===== src/logic/pwm_pkg.sv =====
/*
 Shared constants, bus carrier and counter step function for the six-channel
 pulse-width modulator counter, period and duty logic.
 Assumes a classic Wishbone slave with one aligned 32-bit word per register.
*/
package pwm_pkg;

	localparam int         NCH        = 6;
	localparam int         NPAIR      = 3;

	// Register byte addresses, one word each
	localparam logic [7:0] CNT_BASE   = 8'h00;
	localparam logic [7:0] PER_BASE   = 8'h18;
	localparam logic [7:0] DTY_BASE   = 8'h30;
	localparam logic [7:0] TEST_A_ADR = 8'h48;
	localparam logic [7:0] TEST_B_ADR = 8'h4c;
	localparam logic [7:0] ENA_ADR    = 8'h50;
	localparam logic [7:0] POL_ADR    = 8'h54;
	localparam logic [7:0] CTR_ADR    = 8'h58;
	localparam logic [7:0] JOIN_ADR   = 8'h5c;
	localparam logic [7:0] REG_STRIDE = 8'h04;

	// Reset values
	localparam logic [7:0] CNT_RST    = 8'h00;
	localparam logic [7:0] PER_RST    = 8'h00;
	localparam logic [7:0] DTY_RST    = 8'hff;
	localparam logic [5:0] CTRL_RST   = 6'h00;
	localparam logic [2:0] JOIN_RST   = 3'h0;
	localparam logic [7:0] TEST_READ  = 8'h00;

	// Wishbone request from the master
	typedef struct packed {
		logic        cyc;
		logic        stb;
		logic        we;
		logic [7:0]  adr;
		logic [3:0]  sel;
		logic [31:0] dat;
	} wb_req_t;

	// Result of one counter step
	typedef struct packed {
		logic [15:0] cnt;
		logic        down;
		logic        wrap;
	} step_t;

	// One tick of a counter; 8-bit channels pass zero-extended values
	function automatic step_t chan_step(input logic [15:0] cnt, input logic [15:0] per,
		input logic down, input logic center);
		step_t s;
		s.cnt  = cnt + 16'h0001;
		s.down = down;
		s.wrap = 1'b0;
		if (!center) begin
			// Left aligned: 0 .. per-1, then back to 0
			if (s.cnt >= per || s.cnt == 16'h0000) begin
				s.cnt  = 16'h0000;
				s.wrap = 1'b1;
			end
		end else if (!down && cnt < per) begin
			s.cnt = cnt + 16'h0001;
		end else if (cnt <= 16'h0001) begin
			// Center aligned: back at the bottom ends the period
			s.cnt  = 16'h0000;
			s.down = 1'b0;
			s.wrap = 1'b1;
		end else begin
			s.cnt  = cnt - 16'h0001;
			s.down = 1'b1;
		end
		return s;
	endfunction

endpackage


===== src/logic/pwm_counter.sv =====
/*
 Counter, period and duty logic of a six-channel 8-bit pulse-width modulator,
 with pairs joinable into 16-bit channels, reached over classic Wishbone.
 Assumes a prescaler in the same clock domain giving one-cycle tick pulses,
 one per channel, at the channel's selected clock rate.
*/
// The address map and register access over Wishbone were chosen for this implementation.
// Behaviour
// RL1 - Each channel has an 8-bit up/down counter stepping on its selected clock tick.
// RL2 - Reading a counter returns the count and leaves the channel undisturbed.
// RL3 - Left aligned mode counts from 0 up to period minus one.
// RL4 - Center aligned mode counts up to period, then down to zero, repeating.
// RL5 - Counter write clears count, direction up, loads buffers, output from polarity.
// RL6 - Counter clears itself when the effective period ends.
// RL7 - A disabled channel holds its counter.
// RL8 - On enable the counter resumes from the count it holds.
// RL9 - Joined pair: a write to either counter byte resets the whole 16-bit counter.
// RL10 - Software reads a joined counter with one 16-bit access for coherency; here each counter byte is its own word, read one byte at a time.
// RL11 - Software avoids counter writes while enabled; one cycle may be irregular.
// RL12 - Both scale-counter test registers read zero and ignore writes.
// RL13 - Period writes while enabled wait for period end, counter write or disable.
// RL14 - Period write while disabled updates buffer and active value together.
// RL15 - Period read returns the last written value, not necessarily the active one.
// RL16 - Output period is tick period times period, doubled in center aligned mode.
// RL17 - Output toggles whenever the counter equals the active duty.
// RL18 - Duty writes while enabled wait for period end, counter write or disable.
// RL19 - Duty write while disabled updates buffer and active value together.
// RL20 - Duty read returns the last written value, not necessarily the active one.
// RL21 - Polarity 1 starts high and falls on match; polarity 0 the reverse.
// RL22 - Joined pair: lower channel is the high byte, higher channel the low byte.
`timescale 1ns/1ps

module pwm_counter
	import pwm_pkg::*;
(
	input  wire logic              clock,
	input  wire logic              rst,
	input  wire wb_req_t           wb_req,
	input  wire logic [NCH-1:0]    chan_tick,
	output logic                   wb_ack,
	output logic [31:0]            wb_dat,
	output logic [NCH-1:0]         pwm_out
);

	// Which channel a word address selects inside a block of six
	function automatic logic [3:0] slot(input logic [7:0] adr, input logic [7:0] base);
		logic [7:0] d;
		d = adr - base;
		if (adr >= base && d < 8'(NCH * 4) && d[1:0] == 2'b00) begin
			slot = {1'b1, d[4:2]};
		end else begin
			slot = 4'h0;
		end
	endfunction

	// Byte of a 16-bit value that a channel owns
	function automatic logic [7:0] pick(input logic joined, input logic odd,
		input logic [15:0] v);
		pick = (joined && !odd) ? v[15:8] : v[7:0];
	endfunction

	logic [NCH-1:0][7:0] cnt_r;
	logic [NCH-1:0][7:0] per_buf_r;
	logic [NCH-1:0][7:0] per_act_r;
	logic [NCH-1:0][7:0] dty_buf_r;
	logic [NCH-1:0][7:0] dty_act_r;
	logic [NCH-1:0]      down_r;
	logic [NCH-1:0]      out_r;
	logic [NCH-1:0]      ena_r;
	logic [NCH-1:0]      pol_r;
	logic [NCH-1:0]      ctr_r;
	logic [NPAIR-1:0]    join_r;
	logic                ack_r;
	logic [31:0]         dat_r;
	logic [31:0]         dat_nxt;

	////////////////////////////////////////////////////////////////////////////
	// Bus decode

	// Access taken in the cycle before ack; ack drops after one cycle
	wire        req     = wb_req.cyc && wb_req.stb && !ack_r;
	wire        wr_en   = req && wb_req.we && wb_req.sel[0];
	wire [3:0]  cnt_s   = slot(wb_req.adr, CNT_BASE);
	wire [3:0]  per_s   = slot(wb_req.adr, PER_BASE);
	wire [3:0]  dty_s   = slot(wb_req.adr, DTY_BASE);
	wire [7:0]  wdat    = wb_req.dat[7:0];
	wire        wr_ena  = wr_en && wb_req.adr == ENA_ADR;
	wire        wr_pol  = wr_en && wb_req.adr == POL_ADR;
	wire        wr_ctr  = wr_en && wb_req.adr == CTR_ADR;
	wire        wr_join = wr_en && wb_req.adr == JOIN_ADR;

	// Read mux; reads have no side effects on the counters
	always_comb begin
		dat_nxt = 32'h0000_0000;
		if (cnt_s[3]) begin
			dat_nxt[7:0] = cnt_r[cnt_s[2:0]]; // RL2
		end else if (per_s[3]) begin
			dat_nxt[7:0] = per_buf_r[per_s[2:0]]; // RL15
		end else if (dty_s[3]) begin
			dat_nxt[7:0] = dty_buf_r[dty_s[2:0]]; // RL20
		end else if (wb_req.adr == TEST_A_ADR || wb_req.adr == TEST_B_ADR) begin
			dat_nxt[7:0] = TEST_READ; // RL12
		end else if (wb_req.adr == ENA_ADR) begin
			dat_nxt[5:0] = ena_r;
		end else if (wb_req.adr == POL_ADR) begin
			dat_nxt[5:0] = pol_r;
		end else if (wb_req.adr == CTR_ADR) begin
			dat_nxt[5:0] = ctr_r;
		end else if (wb_req.adr == JOIN_ADR) begin
			dat_nxt[2:0] = join_r;
		end
	end

	// Bus answer; unmapped addresses ack with zero, test registers ignore writes
	always_ff @(posedge clock) begin
		if (rst) begin
			ack_r <= 1'b0;
			dat_r <= 32'h0000_0000;
		end else begin
			ack_r <= req;
			dat_r <= req ? dat_nxt : dat_r;
		end
	end

	// Mode and enable bits
	always_ff @(posedge clock) begin
		if (rst) begin
			ena_r  <= CTRL_RST;
			pol_r  <= CTRL_RST;
			ctr_r  <= CTRL_RST;
			join_r <= JOIN_RST;
		end else begin
			ena_r  <= wr_ena ? wdat[5:0] : ena_r;
			pol_r  <= wr_pol ? wdat[5:0] : pol_r;
			ctr_r  <= wr_ctr ? wdat[5:0] : ctr_r;
			join_r <= wr_join ? wdat[2:0] : join_r;
		end
	end

	assign wb_ack  = ack_r;
	assign wb_dat  = dat_r;
	assign pwm_out = out_r;

	////////////////////////////////////////////////////////////////////////////
	// Channels

	logic [NCH-1:0] wr_cnt;
	logic [NCH-1:0] wr_per;
	logic [NCH-1:0] wr_dty;

	for (genvar g = 0; g < NCH; g++) begin : ch
		localparam int H = g - (g % 2);
		localparam int L = H + 1;
		localparam int P = g / 2;

		assign wr_cnt[g] = wr_en && cnt_s == {1'b1, 3'(g)};
		assign wr_per[g] = wr_en && per_s == {1'b1, 3'(g)};
		assign wr_dty[g] = wr_en && dty_s == {1'b1, 3'(g)};

		// A joined pair runs on the odd channel's controls
		wire        jn      = join_r[P];
		wire        odd     = (g % 2) == 1;
		wire        lead    = !jn || odd;
		wire        en      = jn ? ena_r[L] : ena_r[g];
		wire        tick    = jn ? chan_tick[L] : chan_tick[g];
		wire        center  = jn ? ctr_r[L] : ctr_r[g];
		wire        pol     = jn ? pol_r[L] : pol_r[g];
		wire        down    = jn ? down_r[L] : down_r[g];
		wire        restart = jn ? (wr_cnt[H] || wr_cnt[L]) : wr_cnt[g]; // RL9

		// Wide views; lower channel is the high byte
		wire [15:0] cnt16   = jn ? {cnt_r[H], cnt_r[L]} : {8'h00, cnt_r[g]}; // RL22
		wire [15:0] per16   = jn ? {per_act_r[H], per_act_r[L]} : {8'h00, per_act_r[g]};
		wire [15:0] dtya16  = jn ? {dty_act_r[H], dty_act_r[L]} : {8'h00, dty_act_r[g]};
		wire [15:0] dtyb16  = jn ? {dty_buf_r[H], dty_buf_r[L]} : {8'h00, dty_buf_r[g]};
		wire step_t st      = chan_step(cnt16, per16, down, center); // RL3 RL4 RL16
		wire [15:0] dty_new = st.wrap ? dtyb16 : dtya16;
		wire        match   = st.cnt == dty_new;
		wire        out_pre = st.wrap ? pol : out_r[g];

		// Counter and direction
		always_ff @(posedge clock) begin
			if (rst) begin
				cnt_r[g]  <= CNT_RST;
				down_r[g] <= 1'b0;
			end else if (restart) begin
				cnt_r[g]  <= CNT_RST; // RL5
				down_r[g] <= 1'b0; // RL5
			end else if (en && tick) begin
				cnt_r[g]  <= pick(jn, odd, st.cnt); // RL1 RL6
				down_r[g] <= st.down;
			end
			// Disabled: count held, resumes from it on enable RL7 RL8
		end

		// Output; a tick moves only the lead channel's pin of a pair, a counter write sets both to polarity
		always_ff @(posedge clock) begin
			if (rst) begin
				out_r[g] <= 1'b0;
			end else if (restart) begin
				out_r[g] <= pol; // RL5 RL21
			end else if (en && tick && lead) begin
				out_r[g] <= out_pre ^ match; // RL17 RL21
			end
		end

		// Double-buffered period and duty
		always_ff @(posedge clock) begin
			if (rst) begin
				per_buf_r[g] <= PER_RST;
				per_act_r[g] <= PER_RST;
				dty_buf_r[g] <= DTY_RST;
				dty_act_r[g] <= DTY_RST;
			end else begin
				if (restart || !en || (tick && st.wrap)) begin
					per_act_r[g] <= per_buf_r[g]; // RL13
					dty_act_r[g] <= dty_buf_r[g]; // RL18
				end
				if (wr_per[g]) begin
					per_buf_r[g] <= wdat;
					if (!en) begin
						per_act_r[g] <= wdat; // RL14
					end
				end
				if (wr_dty[g]) begin
					dty_buf_r[g] <= wdat;
					if (!en) begin
						dty_act_r[g] <= wdat; // RL19
					end
				end
			end
		end
	end

	wire solo = !join_r[0];
	wire step1 = solo && ena_r[1] && chan_tick[1] && !wr_cnt[1];
endmodule


===== config.mk =====
export PLATFORM = sky130hd
export DESIGN_NAME = pwm_counter
export DESIGN_NICKNAME = d
export VERILOG_FILES = /design/src/logic/pwm_pkg.sv /design/src/logic/pwm_counter.sv
export SDC_FILE = /design/constraint.sdc
export NUM_CORES = 1
export LEC_CHECK = 0
export BUFFER_PORTS_ARGS = -buffer_cell sky130_fd_sc_hd__buf_4
export CAP_MARGIN = 15
export CORE_MARGIN = 5
export CORE_UTILIZATION = 50
export CTS_CLUSTER_SIZE = 40
export DETAILED_ROUTE_END_ITERATION = 12
export GPL_TIMING_DRIVEN = 0
export PLACE_DENSITY = 0.66
export SYNTH_ARGS = -nofsm -noshare
export SYNTH_HDL_FRONTEND = slang
export SYNTH_SLANG_ARGS = --single-unit

===== constraint.sdc =====
create_clock -name clock -period 7.5 [get_ports clock]
set_input_delay 0.375 -clock clock [delete_from_list [all_inputs] [get_ports clock]]
set_output_delay 0.375 -clock clock [all_outputs]
set_load 0.005 [all_outputs]

==> flow_summary.toml <==
[critical_path]
startpoint_type = "register"
path_buf_inv = 10
critPathMaxFanout = 28
critPathCaptureType = "register"
required_ns = 7.96
max_stage_delay_ns = 0.45
crit_family = "compound AO/OA/AOI/OAI gates"
crit_slowest_cell = "o22ai_1"
arrival_ns = 7.81
path_class = "reg -> reg"

[grt]
use_met2_pct = 58.6
grt_max_degree = 29
grt_pass1_wl_um = 189000
antenna_found_initial = 4
grt_busiest_layer = "met2"
grt_pass1_vias = 27700
grt_util_met1_pct = 56.1
grt_remaining_overflow = 0
grt.met3_usage_pct = 13.9
grt_usage_pct = 41.2

[die]
die_area_um2 = 60400
start_util_pct = 50.5
coreArea_um2 = 55100
die_w_um = 246
die_h_um = 246
ios = 94
num_rows = 86

[logic_synthesis]
syn_avg_cell_area_um2 = 7.61
synth_edf_count = 0
ys_seq_area_share_pct = 20.3
synth_top_flop_cell = "dfxtp_1"
ys_async_sr_fraction_pct = 0
synth_cell_types = 107
ys_warn_count = 0
synthesis.area_um2 = 27800
netlist_instances = 3653
ys_ff_latch = 282

[final_layout]
drive_gt1_share_pct = 9.23
final_cell_area_um2 = 30800
utilization_pct = 55.9
num-fill-cells = 5458
syn2layout_area_growth_pct = 10.8
final_nets = 4001

[pwr]
p_seq_share_pct = 42.6
p_int_uw = 2600
p_leak_uw = 0.0124
total_power_uw = 3530
power_frac_clock_pct = 52.2
p_comb_share_pct = 5.2
netSwitchingPower_uw = 935
max-vdd-ir-drop_v = 0.000176
swShare_pct = 26.5
power_density_nw_per_um2 = 115

[sta]
drv_slew = 0
whs_ns = 0.0614
period_share_pct = 98.0
setup_ws_ns = 0.148
relSlewSlack_pct = 14.8
max_slew.worst_pin.slew_ns = 1.28
period_needed_ns = 7.35
rsz0062_at_grt = "true"
skew_ns = 0.0278
hold_viol_final = 0
setup_violations = 0
timing.fmax_mhz = 136

[placed_design]
dp_hpwl_um = 103000
io_buffer_count = 35
globalplace.congestion = 1.08
dpl_worst_slack_ns = -3.33
placed_cell_area_um2 = 29100

[job]
cap_violations = 0

[route]
vias = 30700
drt_drc_violations_left = 0
vias_per_cell = 6.77
final_antenna_net_count = 0
drt-initial-drc-count = 4877
wire_per_inst_um = 28.8
wl_um = 131000
drtPass1Iterations = 6

[clocking]
clk_latency_ns = 0.60
cts_max_level = 2
cts_tree = "yes"
clock_sinks = 282
clk_pin_slew_worst_paths_ns = 0.06
clock-root-buffer = "clkbuf_16"
numCtsBuffers = 35
cts_buffer_depth = 3
ctsHoldBuffers = 0

[run_status]
status = "completed"

[min_path]
hold_path.class = "in -> reg"
-- layer usage --
metal  wire [um]  vias to the layer above  share of wire [%]
met4        7740                        2                5.9
met1       52600                    14500                 40
met5          14                        -              0.011
li1            -                    13600                  -
met2       52000                     2166                 40
met3       18200                      411                 14
-- repair_timing --
item	4_1_cts	5_1_grt
setup buffers	4	8
resized for setup	73	37
endpoints found under the setup margin	151	64
pin swaps	4	9
-- cell usage after synthesis, types with 27 or more instances --
master    number  area (um^2)
mux4_2        31          698
clkbuf_1     181          679
xnor2_1      131         1150
buf_4         32          240
a21o_1        37          278
and3_1        38          238
inv_1        131          492
o21a_1        29          218
nand4_1       52          325
a22oi_1       62          465
o21ai_0      151          756
o22ai_1       27          169
a221oi_1      41          359
xor2_1        55          482
o211ai_1      42          315
mux2i_1      278         2780
nand2_1      448         1680
nor3_1       106          531
a211oi_1      84          631
buf_2         31          155
dfxtp_1      282         5650
ha_1         192         2400
nand3_1      127          636
nor2_1       343         1290
a21oi_1      203         1020
nor4_1        28          175
-- tightest hold or removal path, delay by kind of cell --
family                 cells  cell delay, ns
buffers and inverters      1            0.11
AND/OR/NAND/NOR            2            0.11
-- placed cells by master, fill, tap and decap left out, types with 23 or more instances in the layout --
master / netlist / final
a211oi_1: 84 / 82
o21a_1: 29 / 29
o22ai_1: 27 / 25
xnor2_1: 131 / 126
o211ai_1: 42 / 42
and2_1: 23 / 23
nand2_1: 448 / 445
a221oi_1: 41 / 37
nor3_1: 106 / 103
o221ai_1: 24 / 23
xor2_1: 55 / 55
dfxtp_1: 282 / 280
clkbuf_16: 0 / 35
nor2_1: 343 / 343
mux2_2: 26 / 26
nand3_1: 127 / 126
o21ai_0: 151 / 149
ha_1: 192 / 190
inv_1: 131 / 131
nor4_1: 28 / 27
a22oi_1: 62 / 59
nand4_1: 52 / 52
mux4_2: 31 / 31
conb_1: 1 / 24
a21o_1: 37 / 37
mux2i_1: 278 / 277
clkbuf_1: 181 / 176
buf_4: 32 / 85
a21oi_1: 203 / 197
and3_1: 38 / 38
-- through the flow --
step                      instances  TNS, ns
after floorplan                3676        0
after global placement         4459  -265.68
after detailed placement       4459  -253.90
after CTS                      4522        0
after global routing           4530   -0.100
final                          4530        0
-- power by group through the flow --
stage / clock [uW] / combinational, uW / sequential, uW
after CTS: 1830 / 175 / 1500
after global placement: 0 / 174 / 1540
after global routing: 1890 / 187 / 1500
after floorplan: 0 / 86.3 / 1540
after detailed placement: 0 / 174 / 1540
final: 1840 / 184 / 1500
-- kinds of logic after synthesis --
family,Yosys count,synth area share (%)
compound gates,920,22.8
buf+inv,410,6.21
fa+ha+maj,193,8.68
xor+xnor,186,5.86
simple gates,1321,22.3
mux,340,13.8
other cells,1,0.0135
flops,282,20.3
-- flip-flops by register name, indices dropped and copies added (netlist names) --
register,count
dty_buf_r,48
ch.down,3
join_r,3
ctr_r,6
per_act_r,48
pol_r,6
cnt_r,48
wb_dat,8
dty_act_r,48
pwm_out,6
per_buf_r,48
ena_r,6
wb_ack,1
down_r,3
-- path summary, 6_finish.rpt --
check / end / slack [ns] / cells after the start / from
worst max-delay path: pwm_out[4] / 0.15 / 30 / join_r[2]
worst min-delay path: wb_ack / 0.06 / 3 / wb_req[45]
worst max register to register: pwm_out[4] / 0.15 / 30 / join_r[2]
worst min register to register: wb_ack / 0.45 / 1 / wb_ack
-- area by class of cell --
| type | instances | area (um^2) | area share (%) |
|---|---|---|---|
| tap | 748 | 936 | 3.04 |
| inverter | 136 | 510 | 1.66 |
| clock buffer | 48 | 995 | 3.23 |
| multi-input combinational | 2984 | 20800 | 67.6 |
| sequential | 282 | 5650 | 18.3 |
| timing repair buffer | 47 | 353 | 1.15 |
| clock inverter | 16 | 213 | 0.690 |
| antenna | 1 | 2.50 | 0.00812 |
| buffer | 268 | 1320 | 4.28 |
No activity file was read; power rests on OpenSTA's default activity.
